## config.mk

```make
export PLATFORM = sky130hd
export DESIGN_NAME = dpb_profile_bank
export DESIGN_NICKNAME = d
export VERILOG_FILES = /design/src/pkg/dpb_pkg.sv /design/src/rtl/dpb_profile_bank.sv
export VERILOG_INCLUDE_DIRS = /design/src /design/src/pkg
export SDC_FILE = /design/constraint.sdc
export NUM_CORES = 2
export LEC_CHECK = 0
export ABC_AREA = 0
export BUFFER_PORTS_ARGS = -buffer_cell sky130_fd_sc_hd__buf_4
export CORE_AREA = 2 2 348 350
export CTS_CLUSTER_DIAMETER = 40
export DETAILED_ROUTE_END_ITERATION = 10
export DIE_AREA = 0 0 350 352
export GPL_TIMING_DRIVEN = 0
export PLACE_DENSITY = 0.52
export SETUP_SLACK_MARGIN = 0.05
export SYNTH_ARGS = -nofsm -noshare
export SYNTH_HDL_FRONTEND = slang
export SYNTH_SLANG_ARGS = --single-unit
```

## constraint.sdc

```tcl
create_clock -name pclk -period 3 [get_ports pclk]
set_input_delay 0.6 -clock pclk [delete_from_list [all_inputs] [get_ports pclk]]
set_output_delay 0.6 -clock pclk [all_outputs]
set_load 0.005 [all_outputs]
```

## src/pkg/dpb_consts.svh

```systemverilog
`ifndef DPB_CONSTS_SVH
`define DPB_CONSTS_SVH

// ****************************************************************
// register indices (byte address is four times the index)
// ****************************************************************
`define DPB_IDX_PRIO 14'h0680
`define DPB_IDX_PERIOD 14'h0681
`define DPB_IDX_TOL_IN 14'h0688
`define DPB_IDX_TOL_OUT 14'h068b
`define DPB_IDX_VALID 14'h068e
`define DPB_IDX_REDET 14'h0690
`define DPB_IDX_COEF 14'h0692
`define DPB_IDX_RDIV 14'h069e
`define DPB_IDX_SDIV 14'h06a2
`define DPB_IDX_FRAC 14'h06a6
`define DPB_IDX_PL_THR 14'h06a9
`define DPB_IDX_PL_FILL 14'h06ab
`define DPB_IDX_PL_DRAIN 14'h06ac
`define DPB_IDX_FL_THR 14'h06ad
`define DPB_IDX_FL_FILL 14'h06b0
`define DPB_IDX_FL_DRAIN 14'h06b1
`define DPB_IDX_LAST 14'h06b1
`define DPB_IDX_STATUS 14'h0800
`define DPB_NBYTES 50

// ****************************************************************
// field layout, masks and reset values
// ****************************************************************
`define DPB_SCALE_BIT 7
`define DPB_PROMO_MSB 5
`define DPB_PROMO_LSB 3
`define DPB_SEL_MSB 2
`define DPB_SEL_LSB 0
`define DPB_MASK_ALL 8'hff
`define DPB_MASK_PRIO 8'hbf
`define DPB_MASK_B2 8'h03
`define DPB_MASK_N4 8'h0f
`define DPB_MASK_B6 8'h3f
`define DPB_MASK_B7 8'h7f
`define DPB_MASK_FRAC 8'hf3
`define DPB_RST_BYTE 8'h00
`define DPB_SDIV_MIN 30'h0000_0007
`define DPB_ONE31 31'h0000_0001
`define DPB_ST_ACTIVE 0
`define DPB_ST_SLOW 1
`define DPB_ST_PROMO 2

`endif

```

## src/pkg/dpb_pkg.sv

```systemverilog
package dpb_pkg;

  // ****************************************************************
  // configuration carried to the dpll core and lock detectors
  // ****************************************************************
  typedef struct packed {
    logic phase_scale_ns;
    logic [2:0] promoted_prio;
    logic [2:0] select_prio;
    logic [49:0] period_fs;
    logic [19:0] tol_inner;
    logic [19:0] tol_outer;
    logic [15:0] valid_ms;
    logic [15:0] redetect_ms;
    logic [15:0] alpha0_lin;
    logic [5:0] alpha1_exp;
    logic [2:0] alpha2_exp;
    logic [3:0] alpha3_exp;
    logic [16:0] beta0_lin;
    logic [4:0] beta1_exp;
    logic [16:0] gamma0_lin;
    logic [4:0] gamma1_exp;
    logic [14:0] delta0_lin;
    logic [4:0] delta1_exp;
    logic [29:0] rdiv;
    logic [29:0] sdiv;
    logic [9:0] frac_v;
    logic [9:0] frac_u;
    logic [15:0] pl_thr;
    logic [7:0] pl_fill;
    logic [7:0] pl_drain;
    logic [23:0] fl_thr_ps;
    logic [7:0] fl_fill;
    logic [7:0] fl_drain;
  } dpb_cfg_t;

  typedef struct packed {
    logic [30:0] r_ratio;
    logic [30:0] s_ratio;
  } dpb_ratio_t;

endpackage : dpb_pkg

```

## src/rtl/dpb_profile_bank.sv

```systemverilog
// The APB register port was chosen for this implementation.
`timescale 1ns/10ps
`include "dpb_consts.svh"
// Functional notes
// - priority byte bit 7 selects phase lock threshold unit: 0 ps, 1 ns
// - bits 2..0 hold selection priority 0..7 ranking the reference
// - bits 5..3 promoted priority replaces selection priority while reference active
// - 50-bit period in fs over seven bytes, low first, top six bits unused
// - 20-bit inner tolerance in three bytes, low first, top nibble unused
// - 20-bit outer tolerance in next three bytes, same unused top nibble
// - 16-bit validation timer in ms, low byte first
// - 16-bit redetect timer in ms, low byte first
// - each filter coefficient is a fraction in [0,1) times two to exponent
// - coefficient widths: 16 with exps 6,3,4; 17; 17; 15; other exps 5
// - 30-bit input divider divides by stored value plus one
// - 30-bit feedback divider divides by value plus one; value must be at least 7; smaller values are still stored and applied, and set status bit 1
// - phase lock detector: 16-bit threshold in scaled unit, 8-bit fill, drain
// - frequency lock threshold is 24 bits in ps, low byte first
// - frequency lock detector has own 8-bit fill and drain bytes
module dpb_profile_bank (
  input wire logic pclk,
  input wire logic presetn,
  input wire logic psel,
  input wire logic penable,
  input wire logic pwrite,
  input wire logic [15:0] paddr,
  input wire logic [31:0] pwdata,
  input wire logic [3:0] pstrb,
  output logic [31:0] prdata,
  output logic pready,
  output logic pslverr,
  input wire logic ref_active,
  output dpb_pkg::dpb_cfg_t cfg_live,
  output dpb_pkg::dpb_cfg_t cfg_applied,
  output dpb_pkg::dpb_ratio_t ratio_applied,
  output logic cfg_load,
  output logic [2:0] eff_prio
);

  // ****************************************************************
  // decode helpers
  // ****************************************************************
  // writable bits of each byte; unused bits store and read zero
  function automatic logic [7:0] byte_mask(input logic [13:0] idx);
    logic [7:0] m;
    m = `DPB_MASK_ALL;
    case (idx)
      `DPB_IDX_PRIO: m = `DPB_MASK_PRIO;
      `DPB_IDX_PERIOD + 14'h0006: m = `DPB_MASK_B2;
      `DPB_IDX_TOL_IN + 14'h0002: m = `DPB_MASK_N4;
      `DPB_IDX_TOL_OUT + 14'h0002: m = `DPB_MASK_N4;
      `DPB_IDX_COEF + 14'h0005: m = `DPB_MASK_B7;
      `DPB_IDX_COEF + 14'h0008: m = `DPB_MASK_B6;
      `DPB_IDX_RDIV + 14'h0003: m = `DPB_MASK_B6;
      `DPB_IDX_SDIV + 14'h0003: m = `DPB_MASK_B6;
      `DPB_IDX_FRAC + 14'h0001: m = `DPB_MASK_FRAC;
      `DPB_IDX_FRAC + 14'h0002: m = `DPB_MASK_B6;
      default: m = `DPB_MASK_ALL;
    endcase
    return m;
  endfunction : byte_mask

  function automatic logic in_bank(input logic [13:0] idx);
    return (idx >= `DPB_IDX_PRIO) && (idx <= `DPB_IDX_LAST);
  endfunction : in_bank

  function automatic logic [5:0] rel(input logic [13:0] idx);
    logic [13:0] d;
    d = idx - `DPB_IDX_PRIO;
    return d[5:0];
  endfunction : rel

  logic [7:0] bank_q [`DPB_NBYTES];
  logic [31:0] prdata_q;
  logic pslverr_q;
  logic act_q;
  logic cfg_load_q;
  logic [2:0] eff_prio_q;
  dpb_pkg::dpb_cfg_t applied_q;
  dpb_pkg::dpb_ratio_t ratio_q;
  logic [13:0] idx;
  logic addr_ok;
  logic wr_en;
  logic [7:0] status;

  assign idx = paddr[15:2];
  assign addr_ok = (paddr[1:0] == 2'b00) && (in_bank(idx) || idx == `DPB_IDX_STATUS);
  assign wr_en = psel && penable && pwrite && addr_ok && in_bank(idx) && pstrb[0];

  // ****************************************************************
  // field unpacking
  // ****************************************************************
  // byte lanes gathered low byte first
  function automatic logic [7:0] bb(input logic [13:0] i);
    return bank_q[rel(i)];
  endfunction : bb

  // fields are rebuilt from their bytes every cycle, so a multi-byte
  // field shows a mixed value until its last byte has been written
  always_comb begin
    // priority byte: threshold unit, promoted rank and selection rank
    cfg_live.phase_scale_ns = bank_q[0][`DPB_SCALE_BIT];
    cfg_live.promoted_prio = bank_q[0][`DPB_PROMO_MSB:`DPB_PROMO_LSB];
    cfg_live.select_prio = bank_q[0][`DPB_SEL_MSB:`DPB_SEL_LSB];
    // nominal reference period in fs, top byte holds two bits
    cfg_live.period_fs = {
      bank_q[rel(`DPB_IDX_PERIOD + 14'h0006)][1:0],
      bb(`DPB_IDX_PERIOD + 14'h0005),
      bb(`DPB_IDX_PERIOD + 14'h0004),
      bb(`DPB_IDX_PERIOD + 14'h0003),
      bb(`DPB_IDX_PERIOD + 14'h0002),
      bb(`DPB_IDX_PERIOD + 14'h0001),
      bb(`DPB_IDX_PERIOD)
    };
    // inner tolerance, top byte holds a nibble
    cfg_live.tol_inner = {
      bank_q[rel(`DPB_IDX_TOL_IN + 14'h0002)][3:0],
      bb(`DPB_IDX_TOL_IN + 14'h0001),
      bb(`DPB_IDX_TOL_IN)
    };
    // outer tolerance, same layout in the next three bytes
    cfg_live.tol_outer = {
      bank_q[rel(`DPB_IDX_TOL_OUT + 14'h0002)][3:0],
      bb(`DPB_IDX_TOL_OUT + 14'h0001),
      bb(`DPB_IDX_TOL_OUT)
    };
    // validation timer in milliseconds
    cfg_live.valid_ms = {
      bb(`DPB_IDX_VALID + 14'h0001),
      bb(`DPB_IDX_VALID)
    };
    // redetect timer in milliseconds
    cfg_live.redetect_ms = {
      bb(`DPB_IDX_REDET + 14'h0001),
      bb(`DPB_IDX_REDET)
    };
    // linear parts are fractions x/2^width, exponents are plain integers
    cfg_live.alpha0_lin = {
      bb(`DPB_IDX_COEF + 14'h0001),
      bb(`DPB_IDX_COEF)
    };
    // first exponent fills the low six bits of the third byte
    cfg_live.alpha1_exp = bank_q[rel(`DPB_IDX_COEF + 14'h0002)][5:0];
    // second exponent straddles the third and fourth bytes
    cfg_live.alpha2_exp = {
      bank_q[rel(`DPB_IDX_COEF + 14'h0003)][0],
      bank_q[rel(`DPB_IDX_COEF + 14'h0002)][7:6]
    };
    // second linear part spans three bytes
    cfg_live.beta0_lin = {
      bank_q[rel(`DPB_IDX_COEF + 14'h0005)][1:0],
      bb(`DPB_IDX_COEF + 14'h0004),
      bank_q[rel(`DPB_IDX_COEF + 14'h0003)][7:1]
    };
    cfg_live.beta1_exp = bank_q[rel(`DPB_IDX_COEF + 14'h0005)][6:2];
    // third linear part, its top bit in the low bit of the third byte
    cfg_live.gamma0_lin = {
      bank_q[rel(`DPB_IDX_COEF + 14'h0008)][0],
      bb(`DPB_IDX_COEF + 14'h0007),
      bb(`DPB_IDX_COEF + 14'h0006)
    };
    cfg_live.gamma1_exp = bank_q[rel(`DPB_IDX_COEF + 14'h0008)][5:1];
    // fourth linear part and its exponent share one byte
    cfg_live.delta0_lin = {
      bank_q[rel(`DPB_IDX_COEF + 14'h000a)][6:0],
      bb(`DPB_IDX_COEF + 14'h0009)
    };
    cfg_live.delta1_exp = {
      bank_q[rel(`DPB_IDX_COEF + 14'h000b)][3:0],
      bank_q[rel(`DPB_IDX_COEF + 14'h000a)][7]
    };
    // third exponent of the first coefficient sits in the last byte
    cfg_live.alpha3_exp = bank_q[rel(`DPB_IDX_COEF + 14'h000b)][7:4];
    // input divider, stored as ratio minus one
    cfg_live.rdiv = {
      bank_q[rel(`DPB_IDX_RDIV + 14'h0003)][5:0],
      bb(`DPB_IDX_RDIV + 14'h0002),
      bb(`DPB_IDX_RDIV + 14'h0001),
      bb(`DPB_IDX_RDIV)
    };
    // feedback integer divider, stored as ratio minus one
    cfg_live.sdiv = {
      bank_q[rel(`DPB_IDX_SDIV + 14'h0003)][5:0],
      bb(`DPB_IDX_SDIV + 14'h0002),
      bb(`DPB_IDX_SDIV + 14'h0001),
      bb(`DPB_IDX_SDIV)
    };
    // fractional feedback: v is ten bits, u split over two bytes
    cfg_live.frac_v = {
      bank_q[rel(`DPB_IDX_FRAC + 14'h0001)][1:0],
      bb(`DPB_IDX_FRAC)
    };
    cfg_live.frac_u = {
      bank_q[rel(`DPB_IDX_FRAC + 14'h0002)][5:0],
      bank_q[rel(`DPB_IDX_FRAC + 14'h0001)][7:4]
    };
    // phase lock detector settings
    cfg_live.pl_thr = {
      bb(`DPB_IDX_PL_THR + 14'h0001),
      bb(`DPB_IDX_PL_THR)
    };
    cfg_live.pl_fill = bb(`DPB_IDX_PL_FILL);
    cfg_live.pl_drain = bb(`DPB_IDX_PL_DRAIN);
    // frequency lock detector settings
    cfg_live.fl_thr_ps = {
      bb(`DPB_IDX_FL_THR + 14'h0002),
      bb(`DPB_IDX_FL_THR + 14'h0001),
      bb(`DPB_IDX_FL_THR)
    };
    cfg_live.fl_fill = bb(`DPB_IDX_FL_FILL);
    cfg_live.fl_drain = bb(`DPB_IDX_FL_DRAIN);
  end

  // status: active flag, feedback divider below minimum, promoted above selection
  always_comb begin
    status = `DPB_RST_BYTE;
    status[`DPB_ST_ACTIVE] = act_q;
    status[`DPB_ST_SLOW] = cfg_live.sdiv < `DPB_SDIV_MIN;
    status[`DPB_ST_PROMO] = cfg_live.promoted_prio > cfg_live.select_prio;
  end

  // ****************************************************************
  // apb slave
  // ****************************************************************
  // byte store, masked on write so unused bits stay zero
  always_ff @(posedge pclk or negedge presetn) begin
    if (!presetn) begin
      for (int i = 0; i < `DPB_NBYTES; i++) begin
        bank_q[i] <= `DPB_RST_BYTE;
      end
    end else if (wr_en) begin
      bank_q[rel(idx)] <= pwdata[7:0] & byte_mask(idx);
    end
  end

  // read data and error captured in the setup cycle
  always_ff @(posedge pclk or negedge presetn) begin
    if (!presetn) begin
      prdata_q <= 32'h0000_0000;
      pslverr_q <= 1'b0;
    end else if (psel && !penable) begin
      pslverr_q <= !addr_ok;
      if (!addr_ok || pwrite) begin
        prdata_q <= 32'h0000_0000;
      end else if (idx == `DPB_IDX_STATUS) begin
        prdata_q <= {24'h00_0000, status};
      end else begin
        prdata_q <= {24'h00_0000, bank_q[rel(idx)]};
      end
    end
  end

  assign pready = 1'b1;
  assign prdata = prdata_q;
  assign pslverr = pslverr_q && psel && penable;

  // ****************************************************************
  // activation and priority
  // ****************************************************************
  // snapshot settings and divide ratios as the reference becomes active
  always_ff @(posedge pclk or negedge presetn) begin
    if (!presetn) begin
      act_q <= 1'b0;
      cfg_load_q <= 1'b0;
      applied_q <= '0;
      ratio_q <= '0;
    end else begin
      act_q <= ref_active;
      cfg_load_q <= ref_active && !act_q;
      if (ref_active && !act_q) begin
        applied_q <= cfg_live;
        ratio_q.r_ratio <= {1'b0, cfg_live.rdiv} + `DPB_ONE31;
        ratio_q.s_ratio <= {1'b0, cfg_live.sdiv} + `DPB_ONE31;
      end
    end
  end

  // effective rank of the associated reference
  always_ff @(posedge pclk or negedge presetn) begin
    if (!presetn) begin
      eff_prio_q <= 3'h0;
    end else begin
      eff_prio_q <= ref_active ? cfg_live.promoted_prio : cfg_live.select_prio;
    end
  end

  assign cfg_applied = applied_q;
  assign ratio_applied = ratio_q;
  assign cfg_load = cfg_load_q;
  assign eff_prio = eff_prio_q;

endmodule : dpb_profile_bank

```

=== Word-level counts from Yosys, hierarchy flattened ===
Index checks and enable logic that the tools add are counted.

* $add $sub $neg: 3
* Multipliers: 0
* Divide/modulo/power cells: 0
* Order comparisons: 6
* Eq/ne operators: 11
* Shift-type cells: 0
* Mux-type cells: 11
* Bitwise operators: 2
* Reductions and logical operators: 20

{| class="wikitable"
|+ Operators by type and width
! operator !! count
|-
| $bwmux W400 || 1
|-
| $eq A14 B11 Y1 const B || 10
|-
| $add A30 B1 Y31 const B || 2
|-
| $bmux W8 S6 || 1
|-
| $demux W8 S6 || 1
|-
| $mux W8 || 6
|-
| $pmux W8 S6 || 1
|-
| $lt A30 B3 Y1 const B || 1
|-
| $eq A14 B12 Y1 const B || 1
|-
| $ge A14 B11 Y1 const B || 1
|-
| $le A14 B11 Y1 const B || 1
|-
| $logic_and A1 B1 Y1 || 12
|-
| $and A8 B8 Y8 || 1
|-
| $ge A7 B7 Y1 const B || 1
|-
| $lt A7 B1 Y1 const B || 1
|-
| $not A6 Y7 || 1
|-
| $sub A6 B1 Y6 const B || 1
|-
| $reduce_or A4 Y1 || 1
|-
| $gt A3 B3 Y1 || 1
|-
| $logic_not A1 Y1 || 3
|-
| $mux W3 || 1
|-
| $logic_not A2 Y1 || 1
|-
| $logic_or A1 B1 Y1 || 2
|-
| $reduce_or A2 Y1 || 1
|}

* Register bits after elaboration: 874
* Bits in latches: 0
* Memory bits (writable): 0
* ROM bits: 0
* Output and inout bits: 848
* Logic and storage cells: 138
* Memories: 0

=== Logic depth before layout (Yosys ltp) ===
* Depth in word-level cells: 10
* Gate-level depth with buffers: 9

=== Worst setup path after synthesis ===
No wires, ideal clock.

* Kind: input to register
* From: input paddr[3]
* To: register bank_q, in the netlist cfg_live[365]
* Arrival: 2572 ps
* Path slack: 303 ps
* Stages on the path: 6
* Path buffers: 1
* Path through: buf_6 > o311ai_4 > nor4b_4 > nand3_2 > nor2_1 > mux2_2

* Cells in the longest elaborated chain, start to end: 7
* Elaborated cells between the ends (all ways): 17

{| class="wikitable"
|+ Ends and longest elaborated chain
! item !! RTL line !! text
|-
| from (decl) || dpb_profile_bank.sv:26 || <nowiki>input wire logic [15:0] paddr,</nowiki>
|-
| $sub A6 B1 Y6 (no source line), or another cell as far along || n/a ||
|-
| $not A6 Y7 (implied by the code) / $logic_and A1 B1 Y1 (equally long branches) || dpb_profile_bank.sv:232, dpb_profile_bank.sv:64 ||
|-
| $ge A7 B7 Y1 (implied by the code), or another cell as far along || dpb_profile_bank.sv:232 || <nowiki>bank_q[rel(idx)] <= pwdata[7:0] & byte_mask(idx);</nowiki>
|-
| $logic_and A1 B1 Y1 (on tied branches) || dpb_profile_bank.sv:232, dpb_profile_bank.sv:87 ||
|-
| $mux W8 (implied by the code) / $logic_and A1 B1 Y1 (equally long branches) || dpb_profile_bank.sv:232, dpb_profile_bank.sv:88 ||
|-
| $demux W8 S6 / $logic_and A1 B1 Y1 (equally long branches) || dpb_profile_bank.sv:232, dpb_profile_bank.sv:88 ||
|-
| $bwmux W400 / $logic_and A1 B1 Y1 (equally long branches) || dpb_profile_bank.sv:232, dpb_profile_bank.sv:88 ||
|-
| to (signal, indexed assignment) || dpb_profile_bank.sv:229 || <nowiki>bank_q[i] <= `DPB_RST_BYTE;</nowiki>
|-
| to (signal, indexed assignment) || dpb_profile_bank.sv:232 ||
|-
| to (decl) || dpb_profile_bank.sv:73 || <nowiki>logic [7:0] bank_q [`DPB_NBYTES];</nowiki>
|}

Several ways; a longest one is shown, not always the timed one.
A chain may end at the register's enable or synchronous reset.

=== Worst setup path in the final report ===
* From: input paddr[4]
* To: register prdata_q[5] (netlist: prdata[5])

* Cells in the longest elaborated chain, start to end: 7
* Elaborated cells between the ends (all ways): 15

{| class="wikitable"
|+ Ends and longest elaborated chain
! item !! RTL line !! text
|-
| $sub A6 B1 Y6 (no source line), or another cell as far along || n/a ||
|-
| $not A6 Y7 (implied by the code) / $logic_and A1 B1 Y1 (equally long branches) || dpb_profile_bank.sv:248, dpb_profile_bank.sv:64 ||
|-
| $bmux W8 S6 / $logic_or A1 B1 Y1 (equally long branches) || n/a ||
|-
| $mux W8 (implied by the code) / $logic_and A1 B1 Y1 (equally long branches) || dpb_profile_bank.sv:248, dpb_profile_bank.sv:87 ||
|-
| $mux W8 (implied by the code) / $logic_not A1 Y1 (equally long branches) || dpb_profile_bank.sv:248, dpb_profile_bank.sv:243 ||
|-
| $mux W8 / $logic_or A1 B1 Y1 (equally long branches) || dpb_profile_bank.sv:245, dpb_profile_bank.sv:243 ||
|-
| $mux W8 * || dpb_profile_bank.sv:243 || <nowiki>if (!addr_ok || pwrite) begin</nowiki>
|-
| to (signal assigned) || dpb_profile_bank.sv:246 || <nowiki>prdata_q <= {24'h00_0000, status};</nowiki>
|-
| to (signal assigned) || dpb_profile_bank.sv:248 || <nowiki>prdata_q <= {24'h00_0000, bank_q[rel(idx)]};</nowiki>
|-
| to (decl) || dpb_profile_bank.sv:74 || <nowiki>logic [31:0] prdata_q;</nowiki>
|}

Every way passes the cells marked *; elsewhere a longest branch is shown, timed or not. The select of a mux whose other input is x is not followed.

==> run metrics <==
number of nets in the layout 4715; Ports 906; Seq/Total Area, Yosys 54.2%; layout cells sized above 1 43.8%; DR WL/cell 27.9 um; Total Wirelength 178000 um; critical path's largest stage delay 0.64 ns; Worst EP arrival 3.49 ns; main combinational cell family by area after synthesis multiplexers; Post-Synth XOR/XNOR Area 1.25%; Synth async-reset ratio 100%; Final min period 2.89 ns; pin count of the biggest net entering global routing 114; core area 0.119 mm^2; design area 0.0533 mm^2; Final Setup Violations 0; antenna violations before repair 9; Design Power 30.0 mW; Crit. End Element flip-flop; vias per cell 4.85; worst-case clock skew 0.0344 ns; GRT Residual Overflow 0; TritonCTS Sinks 850; Port Buffer Count 845; fin worst setup slack 0.106 ns; Hold Crit Class input pin to flip-flop; sw frac 24.2%; final worst path period share 96.5%; Mapped Area 0.0392 mm^2; Synth Area in Compound Gates 2.38%; leakage power 28.3 nW; slowest cell on the critical path clkbuf_1; via count 31000; required time worst endpoint 3.59 ns; Main synth FF type dfrtp_1; drt drc 0; CTS tree built; Synth Register Bits 850; CTS clk-pin slew, worst paths 0.05 ns; cts bufs inserted 146; yosys warns 0; htree depth 4; most frequent cell after synthesis nand2_1; Combinational Power Share 4.0%; Cells after Synth 3622; top cell type's share of synthesized area 54.2%; Die Height 352 um; initial core utilization 32.9%; adder-cell share of the synthesized area 0.159%; dpl hpwl 135000 um; Final Hold Viols 0; GP Congestion 0.898; Worst Setup Slack post-DPL -2.02 ns; status complete, no violations; Slew Limit Fails 0; Startpoint Class input pin; Rows 127; top post-synthesis cells by area dfrtp_1, nand2_1, mux2_2; slew margin rel. 6.51%; Unique masters post-synth 65; DRT antenna net count 0; Fill cells 11600; CTS root buffer clkbuf_16; first-pass GRT wire length 247000 um; post-synthesis simple-gate area fraction 15.8%; most frequent cells after synthesis nand2_1, dfrtp_1, buf_4; DRT Pass-1 Iters 5; clock tree buffer depth 3; Power Density 563 mW/mm^2; RSZ-0062 raised after global routing false; switching power 7.25 mW; Clk Latency, worst-skew pair 0.75 ns; Die Width 350 um; Die ar. 0.123 mm^2; clock power share 57.6%; worst-case vdd ir drop 0.000467 V; WS Path Type input pin to flip-flop; vias in the first global route 30800; Int Power 22.7 mW; Tot GR Track Use 28.6%; Area growth, synth to finish 35.7%; fmax 0.346 GHz; EDFF count, synth 0; Synth area leader dfrtp_1; Avg Synthesized Cell Area 10.8 um^2; DR iter-0 viols 1988; Max-Cap Viols 0; Critical Path Fanout Max 10; sequential share of power 38.3%; CP Cell Sequence buf_2 > clkdlybuf4s15_2 > clkbuf_1 > nor2_1 > a22oi_1 > o211ai_1 > a2bb2oi_1; Post-DP Area 0.0479 mm^2; mux share of post-synthesis cell area 16.4%; Worst Tran Pin Value 1.40 ns
[layout make-up]
type,instances,area [um^2],share of cell area [%]
flip-flops and latches,850,21300,39.9
multi-input cells,2181,14300,26.9
repair buffers,859,6630,12.4
clock buffers,185,4040,7.59
plain buffers,598,3890,7.30
well taps,1612,2020,3.79
clock inverters,77,1020,1.91
inverters,16,61.3,0.115
diodes,7,17.5,0.0329
[cell usage in the layout (no fill, tap or decap), types with 20 or more instances in the layout]
cell       netlist  routed
clkbuf_1       165     162
buf_4          402    1257
mux2i_1         20      20
nor2_2          38      31
nand4_1         21      21
conb_1           2      25
nand2_1       1205    1201
nor3_1          26      26
xnor2_1         36      36
mux2_2         375     375
clkinv_2         0      20
clkbuf_16        0     149
nor2_1          28      28
xor2_1          20      20
nor4_1          22      21
dfrtp_1        850     850
mux4_2          90      90
o21ai_0         77      77
nor2b_1         30      30
[worst paths after layout]
path / start / endpoint / slack, ns / depth (start not counted)
min: ref_active / act_q / 0.04 / 1
max reg2reg: act_q / cfg_applied[119] / 0.14 / 7
min in group asynchronous: presetn / cfg_applied[107] / 0.48 / 2
max in group asynchronous: presetn / cfg_applied[267] / 0.41 / 5
min reg2reg: cfg_applied[184] / cfg_applied[184] / 0.47 / 2
max: paddr[4] / prdata[5] / 0.11 / 7
[power groups by stage]
stage / sequential [mW] / clock, mW / combinational [mW]
global route: 11.5 / 18.0 / 1.29
detailed placement: 11.7 / 0 / 1.21
finish: 11.5 / 17.3 / 1.21
CTS: 11.5 / 17.5 / 1.23
floorplan: 11.7 / 0 / 0.429
global placement: 11.7 / 0 / 1.17
[timing repair]
| action | in CTS | in global routing |
|---|---|---|
| hold buffers | 1 | 0 |
| gates resized for setup | 63 | 4 |
| pin swaps | 1 | 0 |
| endpoints found under the setup margin | 754 | 104 |
| setup buffers | 2 | 2 |
| hold endpoints to repair | 85 | 0 |
[critical path: cells and delay by family]
family	cells	cell delay (ns)
and+or+nand+nor	1	0.27
AOI/OAI and AO/OA	3	0.96
buffers and inverters	3	1.62
[registers in the layout (all words and copies together), names as in the netlist]
name           count
act_q              1
cfg_applied      374
cfg_live         374
ratio_applied     62
eff_prio           3
cfg_load           1
pslverr_q          1
bank_q            26
prdata             8
[through the flow]
stage,std cells,setup TNS (ns),utilization [%],hold WS [ns]
after floorplan,3645,0,-,0.304
after global placement,6102,-8763.18,40.0,0.461
after detailed placement,6111,-907.42,40.2,0.463
after CTS,6376,0,44.6,0.00371
after global routing,6380,0,44.6,0.0241
final,6385,0,44.6,0.0432
[logic make-up after synthesis]
kind of cell,count (synthesis)
other,2
AO/OA/AOI/OAI,146
XOR/XNOR,56
adder cells (fa/ha/maj),5
multiplexers,485
flip-flops,850
AND/OR/NAND/NOR,1464
buffers and inverters,614
[per-layer routing]
layer | share of wire [%] | GRT usage [%]
met3 | 7.1 | 7.18
met2 | 49 | 47.9
met4 | 2.4 | 7.47
met5 | 0.024 | 0
met1 | 41 | 36.5
(Power assumes the default switching activity.)
